**config.mk**
```make
export PLATFORM = sky130hd
export DESIGN_NAME = charger_input_limit_config
export DESIGN_NICKNAME = d
export VERILOG_FILES = /design/src/charger_input_limit_config_pkg.sv /design/src/serial_reg_slave.sv /design/src/charger_input_limit_config.sv
export VERILOG_INCLUDE_DIRS = /design/src
export SDC_FILE = /design/constraint.sdc
export NUM_CORES = 1
export LEC_CHECK = 0
export BUFFER_PORTS_ARGS = -buffer_cell sky130_fd_sc_hd__buf_4
export CORE_UTILIZATION = 50
export DETAILED_ROUTE_END_ITERATION = 10
export GPL_TIMING_DRIVEN = 0
export PLACE_DENSITY_LB_ADDON = 0.12
export REMOVE_ABC_BUFFERS = 1
export SKIP_CTS_REPAIR_TIMING = 1
export SLEW_MARGIN = 10
export SYNTH_ARGS = -nofsm -noshare
export SYNTH_HDL_FRONTEND = slang
export SYNTH_SLANG_ARGS = --single-unit
```
**constraint.sdc**
```tcl
create_clock -name clk_i -period 1.9 [get_ports clk_i]
set_input_delay 0 -clock clk_i [delete_from_list [all_inputs] [get_ports clk_i]]
set_output_delay 0 -clock clk_i [all_outputs]
set_load 0.01 [all_outputs]
```
**src/charger_input_limit_config_regs.svh**
```systemverilog
// How it works
// - Profile bit 7 at 0 picks the low-voltage battery UVLO and prequal thresholds.
// - Profile bit 7 at 1 picks the typical lithium-ion UVLO and prequal thresholds.
// - Manual selector 01 gives 100mA, 10 gives 500mA, 11 defers to the table field.
// - Table field 000/001/010/110 give 100/500/600/1500mA, 111 reserved, reset 001.
// - With a valid adapter the system floor is 3.4/4.35/4.4/4.5V by code, reset 01.
// - Limit source 0 follows the adapter detect machine, 1 the manual selector.
`ifndef CHARGER_INPUT_LIMIT_CONFIG_REGS_SVH
`define CHARGER_INPUT_LIMIT_CONFIG_REGS_SVH

// Register offsets on the serial bus
`define BUS_CURRENT_CTRL_OFS 8'h0a
`define BATT_THRESH_CTRL_OFS 8'h10

// Reset values
`define BUS_CURRENT_CTRL_RST 8'h24
`define BATT_THRESH_CTRL_RST 8'h00
`define UNMAPPED_READ_VAL 8'h00

// Field positions
`define PROFILE_BIT 7
`define SOURCE_BIT 7

// Manual selector codes
`define MANUAL_100MA 2'h1
`define MANUAL_500MA 2'h2
`define MANUAL_TABLE 2'h3

// Table codes
`define TABLE_100MA 3'h0
`define TABLE_500MA 3'h1
`define TABLE_600MA 3'h2
`define TABLE_1500MA 3'h6

// Current values in mA
`define LIMIT_100_MA 16'h0064
`define LIMIT_500_MA 16'h01f4
`define LIMIT_600_MA 16'h0258
`define LIMIT_1500_MA 16'h05dc

// System floor values in mV
`define VSYS_3400_MV 16'h0d48
`define VSYS_4350_MV 16'h10fe
`define VSYS_4400_MV 16'h1130
`define VSYS_4500_MV 16'h1194

// Device address on the serial bus, value is arbitrary
`define DEV_ADDR_DEFAULT 7'h2a

`endif

```
**src/charger_input_limit_config_pkg.sv**
```systemverilog
package charger_input_limit_config_pkg;

  typedef enum logic
  {
    PROFILE_LOW_VOLTAGE = 1'b0,
    PROFILE_TYPICAL_LI_ION = 1'b1
  } battery_profile_t;

  typedef struct packed
  {
    logic bus_limit_source;
    logic [1:0] min_system_voltage;
    logic [2:0] bus_current_table_select;
    logic [1:0] bus_current_manual_select;
  } bus_input_current_control_t;

  typedef struct packed
  {
    logic battery_threshold_profile;
    logic [6:0] reserved;
  } battery_threshold_control_t;

  typedef struct packed
  {
    logic en;
    logic [7:0] addr;
    logic [7:0] data;
  } reg_write_t;

endpackage : charger_input_limit_config_pkg

```
**src/serial_reg_slave.sv**
```systemverilog
`timescale 1ns/1ps
`default_nettype none
`include "charger_input_limit_config_regs.svh"
module serial_reg_slave
  import charger_input_limit_config_pkg::*;
#(
  parameter logic [6:0] DEV_ADDR = `DEV_ADDR_DEFAULT
)
(
  input wire logic clk_i,
  input wire logic rst_i,
  input wire logic scl_i,
  input wire logic sda_i,
  output logic sda_o,
  output logic sda_oe_o,
  output reg_write_t wr_o,
  output logic [7:0] rd_addr_o,
  input wire logic [7:0] rd_data_i
);

  typedef enum logic [6:0]
  {
    ST_IDLE = 7'b0000001,
    ST_ADDR = 7'b0000010,
    ST_PTR = 7'b0000100,
    ST_WDAT = 7'b0001000,
    ST_ACK = 7'b0010000,
    ST_RDAT = 7'b0100000,
    ST_RACK = 7'b1000000
  } slave_state_t;

  slave_state_t state_r;
  slave_state_t after_ack_r;
  logic [2:0] scl_sync_r;
  logic [2:0] sda_sync_r;
  logic [7:0] shift_r;
  logic [3:0] cnt_r;
  logic [7:0] ptr_r;
  logic oe_r;
  logic nack_r;
  logic scl_rise;
  logic scl_fall;
  logic start_seen;
  logic stop_seen;
  logic byte_done;

  ////////////////////////////////////////////////////////////////////////////
  // Pin synchronisers; stage 0 is read only by stage 1
  always_ff @(posedge clk_i)
  begin
    if (rst_i)
    begin
      scl_sync_r <= 3'h7;
      sda_sync_r <= 3'h7;
    end
    else
    begin
      scl_sync_r <= {scl_sync_r[1:0], scl_i};
      sda_sync_r <= {sda_sync_r[1:0], sda_i};
    end
  end

  // Edges judged on stages 1 and 2 only
  assign scl_rise = scl_sync_r[1] & ~scl_sync_r[2];
  assign scl_fall = ~scl_sync_r[1] & scl_sync_r[2];
  assign start_seen = scl_sync_r[1] & scl_sync_r[2] & sda_sync_r[2] &
                      ~sda_sync_r[1];
  assign stop_seen = scl_sync_r[1] & scl_sync_r[2] & ~sda_sync_r[2] &
                     sda_sync_r[1];
  assign byte_done = (cnt_r == 4'h8);

  ////////////////////////////////////////////////////////////////////////////
  // Byte engine; data changes only after a falling clock edge
  always_ff @(posedge clk_i)
  begin
    if (rst_i)
    begin
      state_r <= ST_IDLE;
      after_ack_r <= ST_IDLE;
      shift_r <= 8'h00;
      cnt_r <= 4'h0;
      ptr_r <= 8'h00;
      oe_r <= 1'b0;
      nack_r <= 1'b0;
      wr_o <= '0;
    end
    else
    begin
      wr_o.en <= 1'b0;
      if (start_seen)
      begin
        state_r <= ST_ADDR;
        cnt_r <= 4'h0;
        oe_r <= 1'b0;
      end
      else if (stop_seen)
      begin
        state_r <= ST_IDLE;
        oe_r <= 1'b0;
      end
      else
      begin
        unique case (state_r)
          ST_IDLE:
          begin
            oe_r <= 1'b0;
          end
          ST_ADDR, ST_PTR, ST_WDAT:
          begin
            if (scl_rise)
            begin
              shift_r <= {shift_r[6:0], sda_sync_r[1]};
              cnt_r <= cnt_r + 4'h1;
            end
            else if (scl_fall && byte_done)
            begin
              cnt_r <= 4'h0;
              state_r <= ST_ACK;
              oe_r <= 1'b1;
              if (state_r == ST_ADDR)
              begin
                // Foreign address: stay off the bus until next start
                if (shift_r[7:1] != DEV_ADDR)
                begin
                  state_r <= ST_IDLE;
                  oe_r <= 1'b0;
                end
                after_ack_r <= shift_r[0] ? ST_RDAT : ST_PTR;
              end
              else if (state_r == ST_PTR)
              begin
                ptr_r <= shift_r;
                after_ack_r <= ST_WDAT;
              end
              else
              begin
                wr_o.en <= 1'b1;
                wr_o.addr <= ptr_r;
                wr_o.data <= shift_r;
                ptr_r <= ptr_r + 8'h01;
                after_ack_r <= ST_WDAT;
              end
            end
          end
          ST_ACK:
          begin
            if (scl_fall)
            begin
              state_r <= after_ack_r;
              cnt_r <= 4'h0;
              oe_r <= 1'b0;
              if (after_ack_r == ST_RDAT)
              begin
                shift_r <= rd_data_i;
                oe_r <= ~rd_data_i[7];
              end
            end
          end
          ST_RDAT:
          begin
            if (scl_rise)
            begin
              cnt_r <= cnt_r + 4'h1;
            end
            else if (scl_fall)
            begin
              if (byte_done)
              begin
                state_r <= ST_RACK;
                oe_r <= 1'b0;
                ptr_r <= ptr_r + 8'h01;
              end
              else
              begin
                shift_r <= {shift_r[6:0], 1'b0};
                oe_r <= ~shift_r[6];
              end
            end
          end
          ST_RACK:
          begin
            if (scl_rise)
            begin
              nack_r <= sda_sync_r[1];
            end
            else if (scl_fall)
            begin
              // Master nack ends the read burst
              if (nack_r)
              begin
                state_r <= ST_IDLE;
              end
              else
              begin
                state_r <= ST_RDAT;
                cnt_r <= 4'h0;
                shift_r <= rd_data_i;
                oe_r <= ~rd_data_i[7];
              end
            end
          end
        endcase
      end
    end
  end

  // Open drain: only ever pull low
  assign sda_o = 1'b0;
  assign sda_oe_o = oe_r;
  assign rd_addr_o = ptr_r;

endmodule : serial_reg_slave
`default_nettype wire

```
**src/charger_input_limit_config.sv**
```systemverilog
`timescale 1ns/1ps
`default_nettype none
`include "charger_input_limit_config_regs.svh"
module charger_input_limit_config
  import charger_input_limit_config_pkg::*;
#(
  parameter logic [6:0] DEV_ADDR = `DEV_ADDR_DEFAULT
)
(
  input wire logic clk_i,
  input wire logic rst_i,
  input wire logic scl_i,
  input wire logic sda_i,
  output logic sda_o,
  output logic sda_oe_o,
  input wire logic bus_supply_ok_i,
  input wire logic bat_below_uvlo_i,
  input wire logic adapter_valid_i,
  input wire logic [15:0] adapter_detect_machine_limit_ma_i,
  output battery_profile_t battery_threshold_profile_o,
  output logic [15:0] input_limit_ma_o,
  output logic [15:0] min_system_voltage_mv_o,
  output logic min_sys_reg_en_o,
  output bus_input_current_control_t bus_ctrl_o,
  output battery_threshold_control_t batt_ctrl_o
);

  reg_write_t wr;
  logic [7:0] rd_addr;
  logic [7:0] rd_data;
  logic [1:0] supply_sync_r;
  logic [1:0] uvlo_sync_r;
  logic [1:0] adapter_sync_r;
  logic supply_ok;
  logic bat_low;
  logic adapter_ok;
  logic bus_hold;
  logic batt_hold;
  bus_input_current_control_t bus_ctrl_r;
  battery_threshold_control_t batt_ctrl_r;
  logic [15:0] manual_ma;
  logic [15:0] table_ma;
  logic [15:0] limit_nxt;
  logic [15:0] vsys_nxt;

  ////////////////////////////////////////////////////////////////////////////
  // Serial bus register port
  serial_reg_slave #(
    .DEV_ADDR(DEV_ADDR)
  ) u_slave (
    .clk_i(clk_i),
    .rst_i(rst_i),
    .scl_i(scl_i),
    .sda_i(sda_i),
    .sda_o(sda_o),
    .sda_oe_o(sda_oe_o),
    .wr_o(wr),
    .rd_addr_o(rd_addr),
    .rd_data_i(rd_data)
  );

  ////////////////////////////////////////////////////////////////////////////
  // Analog status levels cross in through two flops each
  always_ff @(posedge clk_i)
  begin
    if (rst_i)
    begin
      supply_sync_r <= 2'h0;
      uvlo_sync_r <= 2'h3;
      adapter_sync_r <= 2'h0;
    end
    else
    begin
      supply_sync_r <= {supply_sync_r[0], bus_supply_ok_i};
      uvlo_sync_r <= {uvlo_sync_r[0], bat_below_uvlo_i};
      adapter_sync_r <= {adapter_sync_r[0], adapter_valid_i};
    end
  end

  assign supply_ok = supply_sync_r[1];
  assign bat_low = uvlo_sync_r[1];
  assign adapter_ok = adapter_sync_r[1];

  // Bus-supply loss clears the current register; battery one also needs UVLO
  assign bus_hold = ~supply_ok;
  assign batt_hold = ~supply_ok & bat_low;

  ////////////////////////////////////////////////////////////////////////////
  // Current control register, writable only while bus supply is good
  always_ff @(posedge clk_i)
  begin
    if (rst_i || bus_hold)
    begin
      bus_ctrl_r <= `BUS_CURRENT_CTRL_RST;
    end
    else if (wr.en && wr.addr == `BUS_CURRENT_CTRL_OFS)
    begin
      bus_ctrl_r <= wr.data;
    end
  end

  // Battery register; reserved bits store what software writes
  always_ff @(posedge clk_i)
  begin
    if (rst_i || batt_hold)
    begin
      batt_ctrl_r <= `BATT_THRESH_CTRL_RST;
    end
    else if (wr.en && wr.addr == `BATT_THRESH_CTRL_OFS)
    begin
      batt_ctrl_r <= wr.data;
    end
  end

  // Read mux; unmapped offsets answer zero
  always_comb
  begin
    unique case (rd_addr)
      `BUS_CURRENT_CTRL_OFS: rd_data = bus_ctrl_r;
      `BATT_THRESH_CTRL_OFS: rd_data = batt_ctrl_r;
      default: rd_data = `UNMAPPED_READ_VAL;
    endcase
  end

  ////////////////////////////////////////////////////////////////////////////
  // Table decode; unlisted and reserved codes fall back to 100mA
  always_comb
  begin
    unique case (bus_ctrl_r.bus_current_table_select)
      `TABLE_100MA: table_ma = `LIMIT_100_MA;
      `TABLE_500MA: table_ma = `LIMIT_500_MA;
      `TABLE_600MA: table_ma = `LIMIT_600_MA;
      `TABLE_1500MA: table_ma = `LIMIT_1500_MA;
      default: table_ma = `LIMIT_100_MA;
    endcase
  end

  // Manual selector; code 00 is unlisted, held at the safe 100mA
  always_comb
  begin
    unique case (bus_ctrl_r.bus_current_manual_select)
      `MANUAL_100MA: manual_ma = `LIMIT_100_MA;
      `MANUAL_500MA: manual_ma = `LIMIT_500_MA;
      `MANUAL_TABLE: manual_ma = table_ma;
      default: manual_ma = `LIMIT_100_MA;
    endcase
  end

  // Source choice between detect machine and manual path
  always_comb
  begin
    if (bus_ctrl_r.bus_limit_source)
    begin
      limit_nxt = manual_ma;
    end
    else
    begin
      limit_nxt = adapter_detect_machine_limit_ma_i;
    end
  end

  // System floor voltage by code
  always_comb
  begin
    unique case (bus_ctrl_r.min_system_voltage)
      2'h0: vsys_nxt = `VSYS_3400_MV;
      2'h1: vsys_nxt = `VSYS_4350_MV;
      2'h2: vsys_nxt = `VSYS_4400_MV;
      2'h3: vsys_nxt = `VSYS_4500_MV;
    endcase
  end

  ////////////////////////////////////////////////////////////////////////////
  // Registered outputs to the analog loops; limit one clock behind
  always_ff @(posedge clk_i)
  begin
    if (rst_i)
    begin
      input_limit_ma_o <= `LIMIT_100_MA;
    end
    else
    begin
      input_limit_ma_o <= limit_nxt;
    end
  end

  // Floor code always shown; the enable below gates its use
  always_ff @(posedge clk_i)
  begin
    if (rst_i)
    begin
      min_system_voltage_mv_o <= `VSYS_4350_MV;
    end
    else
    begin
      min_system_voltage_mv_o <= vsys_nxt;
    end
  end

  // Floor regulation only while a valid adapter is seen
  always_ff @(posedge clk_i)
  begin
    if (rst_i)
    begin
      min_sys_reg_en_o <= 1'b0;
    end
    else
    begin
      min_sys_reg_en_o <= adapter_ok;
    end
  end

  // Low-voltage set at 0, typical Li-ion at 1
  always_ff @(posedge clk_i)
  begin
    if (rst_i)
    begin
      battery_threshold_profile_o <= PROFILE_LOW_VOLTAGE;
    end
    else
    begin
      battery_threshold_profile_o <= battery_profile_t'(
        batt_ctrl_r.battery_threshold_profile);
    end
  end

  assign bus_ctrl_o = bus_ctrl_r;
  assign batt_ctrl_o = batt_ctrl_r;

endmodule : charger_input_limit_config
`default_nettype wire

```
-- Word level (Yosys, flattened, before mapping)
Cells that the tools add are included.
Widths: inputs -> output; s select.
- bits in writable memories: 0
- input port bits: 23
- memories kept: 0
- bits in read-only memories: 0
- latch bits: 0
- register bits: 115
- multiplexer cells: 61
- bitwise gates (word level): 22
- $lt $le $gt $ge: 0
- add/sub/neg operators: 2
- shift operators: 0
- $mul: 0
- reductions and logical operators: 22
- divide/modulo/power cells: 0
- equality and inequality tests: 45
- operators by type and width (cell ; number):
    $mux 8 ; 16
    $mux 7 ; 10
    $pmux 16 s4 ; 1
    $pmux 11 s3 ; 1
    $pmux 16 s2 ; 1
    $pmux 8 s2 ; 2
    $pmux 8 s4 ; 1
    $mux 4 ; 7
    $pmux 7 s4 ; 1
    $reduce_and 9->1 ; 3
    $ne 4x1->1 const B ; 5
    $mux 17 ; 1
    $eq 8x4->1 const B ; 2
    $eq 8x5->1 const B ; 2
    $mux 16 ; 1
    $ne 2x1->1 const B ; 8
    $pmux 4 s4 ; 1
    $reduce_and 8->1 ; 2
    $eq 7x6->1 const B ; 2
    $not 1->1 ; 14
    $mux 1 ; 12
    $mux 6 ; 2
    $ne 2x2->1 const B ; 6
    $ne 4x4->1 const B ; 3
    other kinds (33) ; 48

-- Logic depth before layout (Yosys ltp)
- depth after elaboration: 8
- depth in mapped cells: 9
- mapped depth without buffers: 7

-- By module
A second synthesis with hierarchy kept.
- cell total of the unflattened synthesis: 572
- area total of the unflattened synthesis: 5168.7 µm²
- modules (own cells, without submodules) (module ; cells an instance ; times used ; area each (µm²) ; sequential area each (µm²)):
    serial_reg_slave ; 364 ; 1 ; 3131.8 ; 1121.1
    charger_input_limit_config ; 208 ; 1 ; 2037.0 ; 940.9

-- Least setup slack after synthesis
No wires, ideal clock.
- path type: reg2reg
- start point: register u_slave.cnt_r[0]
- end point: register u_slave.cnt_r[2]
- clock period less this slack: 1.916 ns
- setup time: 0.127 ns
- slack: -0.016 ns
- required time: 1.773 ns
- data arrival time: 1.789 ns
- cell stages (with the launch flop): 8
- cells stage by stage: dfxtp_1 inv_1 ha_1 nand3b_1 nor2_1 o32a_1 and4b_1 or3_1
- word-level cells in the longest chain between the ends: 4
- RTL lines (element ; line ; RTL):
    from (decl) ; serial_reg_slave.sv:37 ; logic [3:0] cnt_r;
    from (signal assigned) ; serial_reg_slave.sv:113 ; cnt_r <= cnt_r + 4'h1;
    from (signal assigned) ; serial_reg_slave.sv:163 ; cnt_r <= cnt_r + 4'h1;
    branches (longest 4 deep; another with $add 4x1->4) ; n/a ;
Parallel ways; which one is timed is not known. The select of a mux whose other input is x is not followed.
A chain may end at the register's enable or synchronous reset.

-- Worst setup path after layout
- start point: register u_slave.state_r[2]
- end point: register u_slave.cnt_r[1]
- word-level cells in the longest chain between the ends: 4
- RTL lines (element ; line ; RTL):
    from (decl) ; serial_reg_slave.sv:32 ; slave_state_t state_r;
    from (signal assigned) ; serial_reg_slave.sv:149 ; state_r <= after_ack_r;
    $eq 7x4->1 (tied with other cells) ; serial_reg_slave.sv:103 ; unique case (state_r)
    $reduce_or 3->1 ; serial_reg_slave.sv:103 ;
    $ne 3x1->1 (no line) or $reduce_bool 4->1 (tied branches) ; n/a ;
    $reduce_and 8->1 (no line) ; n/a ;
Parallel ways exist; a longest one is shown, timed or not.

==> results <==
- The flow ran to the end, but the final reports show violations.
- The checks that failed: negative setup slack.
- From synthesis to final layout, the design area changed by 27.4%.
- The worst setup path is of the flip-flop to flip-flop kind.
- The peak supply drop is 0.428 mV.
- Across the run, the number of max-cap violations was 0.
- For this block, the initial DRC count from the detailed router was 265.
- The sort of element at the end of the critical path is a flip-flop.
- The global-route wire length before repair is approximately 17000 um.
- The average wire per cell in the routed design is approximately 15 um.
- At the worst endpoint, the required time is between 2 and 2.5 ns.
- The commonest register cell after synthesis is sky130_fd_sc_hd__dfxtp_1.
- In this run, synthesis inferred 0 flip-flops with an integrated enable.
- The critical path goes through nor4_4 -> buf_4 -> buf_4 -> and2_0 -> o32a_1 -> buf_4 -> and2_1 -> a31o_2.
- The final design utilization is around two thirds.
- The number of instances in the synthesized netlist is between 500 and 600.
- The number of filler cells placed in the layout is ~760.
- The clock tree buffer depth is 2.
- The worst clock skew on the final layout is 0.0104 ns.
- The clock root buffer is sky130_fd_sc_hd__clkbuf_8.
- The unique cell type count in the Yosys netlist is 69.
- The length in cells of the worst reg-to-reg path is 8.
- In this run the mean area of a mapped cell was just under 9 sq um.
- In this run the tool buffered the top-level ports with 68 buffer cells.
- In this run the vertical extent of the chip is between 100 and 150 um.
- The multi-input logic area is about 0.0027 sq mm.
- Measured along the x axis, the die boundary spans ~100 um.
- After clock tree synthesis, the clock-pin slew on the worst setup and hold paths is approximately 0.1 ns.
- The register area is ~0.0021 sq mm.
- The worst path uses 107% of the clock period.
- The minimum clock period after layout is between 2 and 2.5 ns.
- The share of the yosys chip area belonging to registers is between 40% and 50%.
- The synthesized area is 0.00483 sq mm.
- The total I/O pin count is 75.
- Summed over all cells, the static leakage comes to around 2.4 nW.
- The largest net degree at the start of global routing is ~80.
- The final number of hold-violating endpoints was 0.
- The insertion delay of the later-clocked pin in the worst-skew pair is about 0.37 ns.
- The count of vias placed by the detailed router is around 4200.
- In this run the standard cell core region covers roughly 0.0093 sq mm.
- Along the worst hold path, the cell count comes to 2.
- The maximum fanout along the worst path is 8.
- The die area is around 0.010 sq mm.
- The clock drives between 100 and 150 sinks.
- The critical path's largest stage delay is ~0.43 ns.
- The nature of the critical path startpoint is a flip-flop.
- Synthesis inferred 103 register bits.
- The number of antenna violations at the first check in global routing is 0.
- Static timing analysis puts the maximum clock frequency at roughly 490 MHz.
- Counting stages on the worst path, the most repeated cell is sky130_fd_sc_hd__buf_4.
- The final layout contains a little under 700 nets.
- Detailed placement ended at an HPWL of around 7500 um.
- The remaining global-route overflow is 0.
- The wire length after detailed routing is between 10000 and 15000 um.
- The floorplan has 35 rows.
- The Yosys step of the flow raised 0 warnings.
- Setup violations remaining at the end of the flow were counted as 20.
- The max-slew violation total from the final report is 0.
- The tightest min-delay check is of the primary input to flip-flop type.
- TritonCTS built the clock tree.
- The effective utilization at floorplan is between 50 and 60%.
- Dividing total power by cell area gives a power density of 612 mW/mm^2.
- The slew of the pin with the lowest slew margin is about 0.72 ns.
- The slowest stage of the critical path belongs to the cell sky130_fd_sc_hd__dfxtp_4.
- The final weighted congestion in routability-driven placement is 0.880.
- The total track usage is a little over a fifth.
- The deepest level of the CTS H-tree is 3.
- The minimum setup slack in the final design is -0.125 ns.
- The via count of the first global-routing pass was 3641.
- The number of diodes is 0.
- Setup repair after global routing could not meet its margin everywhere.
- The number of nets with antenna violations after routing is 0.
- Counting flops with an async set or reset pin after synthesis yields a share of 0%.
- The via-per-instance ratio is between 5 and 6.
- Summing internal, switching and leakage power gives between 3 and 4 mW.
- The final routed DRC violation total is 0.
- The worst slew margin relative to its limit is 52.3%.
- The post-route netlist has between 20 and 30% of its cells at a drive strength greater than 1.
- The pre-antenna-repair detailed-routing pass consisted of 5 iterations.
- The data arrival at the endpoint of the critical path is 2.29 ns.
- Clock tree synthesis inserted a total of 9 buffers.
[sequential cells by signal, summed over array words and instances (netlist names), 3 cells and up]
signal,cells
u_slave.rd_addr_o,8
u_slave.shift_r,8
u_slave.wr_o,17
u_slave.scl_sync_r,3
input_limit_ma_o,16
min_system_voltage_mv_o,7
u_slave.cnt_r,4
bus_ctrl_o,8
u_slave.state_r,7
u_slave.sda_sync_r,3
u_slave.after_ack_r,4
batt_ctrl_o,8
[stage by stage]
stage | setup TNS [ns] | hold slack (ns) | setup slack [ns] | cell area, sq um | std cells
after global placement | -38.95 | 0.185 | -1.32 | 5290 | 702
after global routing | -4.09 | 0.189 | -0.240 | 6160 | 776
final | -1.18 | 0.153 | -0.125 | 6160 | 776
after detailed placement | -27.59 | 0.184 | -0.891 | 5300 | 702
after floorplan | -13.77 | 0.0667 | -0.669 | 4620 | 505
after CTS | -28.77 | -0.205 | -0.903 | 5480 | 718
[area by class of cell]
cell class | count | share of cell area, %
multi-input cells | 393 | 43.5
flip-flops and latches | 103 | 34.0
repair buffers | 124 | 16.3
well taps | 129 | 2.62
clock buffers | 10 | 2.07
clock inverters | 6 | 0.935
inverters | 11 | 0.671
[layout by cell type, fill, tap and decap left out, types with 4 or more instances in the layout]
master and n:
sky130_fd_sc_hd__nand3b_1 7, sky130_fd_sc_hd__or2_2 11, sky130_fd_sc_hd__nor2_1 46, sky130_fd_sc_hd__or3_1 5
sky130_fd_sc_hd__mux2i_1 29, sky130_fd_sc_hd__dlygate4sd3_1 21, sky130_fd_sc_hd__nor3_1 6, sky130_fd_sc_hd__nor4_1 4
sky130_fd_sc_hd__o21ai_1 4, sky130_fd_sc_hd__buf_4 97, sky130_fd_sc_hd__o21ai_0 17, sky130_fd_sc_hd__nand2b_1 16
sky130_fd_sc_hd__nand3_1 9, sky130_fd_sc_hd__nor4_4 4, sky130_fd_sc_hd__clkbuf_8 9, sky130_fd_sc_hd__dfxtp_4 7
sky130_fd_sc_hd__and2_1 11, sky130_fd_sc_hd__a21o_1 9, sky130_fd_sc_hd__nand2_1 62, sky130_fd_sc_hd__conb_1 6
sky130_fd_sc_hd__inv_1 11, sky130_fd_sc_hd__a211o_1 6, sky130_fd_sc_hd__nor2b_1 11, sky130_fd_sc_hd__a32oi_1 7
sky130_fd_sc_hd__dfxtp_1 94, sky130_fd_sc_hd__a21oi_1 33, sky130_fd_sc_hd__ha_1 8
[synth_stat cells (5+ instances only)]
cell / number / area [sq um]
sky130_fd_sc_hd__nand2_1: 63 / 236
sky130_fd_sc_hd__a211o_1: 6 / 52.6
sky130_fd_sc_hd__a21o_1: 9 / 67.6
sky130_fd_sc_hd__nor2b_1: 12 / 75.1
sky130_fd_sc_hd__dfxtp_1: 103 / 2060
sky130_fd_sc_hd__nand2b_1: 16 / 100
sky130_fd_sc_hd__buf_4: 12 / 90.1
sky130_fd_sc_hd__a21oi_1: 34 / 170
sky130_fd_sc_hd__a32oi_1: 7 / 61.3
sky130_fd_sc_hd__and3_1: 5 / 31.3
sky130_fd_sc_hd__o21ai_0: 18 / 90.1
sky130_fd_sc_hd__ha_1: 9 / 113
sky130_fd_sc_hd__nor3_1: 6 / 30.0
sky130_fd_sc_hd__buf_2: 10 / 50.1
sky130_fd_sc_hd__nor2_1: 47 / 176
sky130_fd_sc_hd__nand3b_1: 7 / 52.6
sky130_fd_sc_hd__or2_2: 11 / 68.8
sky130_fd_sc_hd__mux2i_1: 29 / 290
sky130_fd_sc_hd__or3_1: 6 / 37.5
sky130_fd_sc_hd__clkbuf_1: 13 / 48.8
sky130_fd_sc_hd__nor4_1: 6 / 37.5
sky130_fd_sc_hd__nand3_1: 10 / 50.1
sky130_fd_sc_hd__inv_1: 11 / 41.3
sky130_fd_sc_hd__and2_1: 11 / 68.8
[cells by family after synthesis]
family	share of synthesized area (%)
simple gates	25.3
other cells	0.0776
mux	6.01
fa+ha+maj	2.33
flops	42.7
buf+inv	5.62
xor+xnor	0.725
compound gates	17.2
[critical path: cells and delay by family, from the launching register on]
kind | cells | cell delay, ns
AOI/OAI and AO/OA | 2 | 0.65
buffers and inverters | 3 | 0.47
and+or+nand+nor | 3 | 0.37
DFF | 1 | 0.43
[power breakdown]
part / switching (mW) / internal, mW
Combinational: 0.114 / 0.132
Clock: 0.811 / 0.513
Sequential: 0.0162 / 2.18
Total: 0.942 / 2.83
[routing by layer]
| layer | GRT usage (%) | part of all wire [%] |
|---|---|---|
| met1 | 29.7 | 47 |
| met2 | 35.1 | 48 |
| met3 | 2.65 | 3.6 |
| met4 | 8.25 | 1.6 |
| met5 | 0 | 0 |
[path summary, 6_finish.rpt]
kind | start | endpoint | slack [ns]
worst min-delay path | rst_i | u_slave.nack_r | 0.15
worst max-delay path | u_slave.state_r[2] | u_slave.cnt_r[1] | -0.13
worst max register to register | u_slave.state_r[2] | u_slave.cnt_r[1] | -0.13
worst min register to register | u_slave.scl_sync_r[0] | u_slave.scl_sync_r[1] | 0.42
Power figures use the tool's default switching activity.
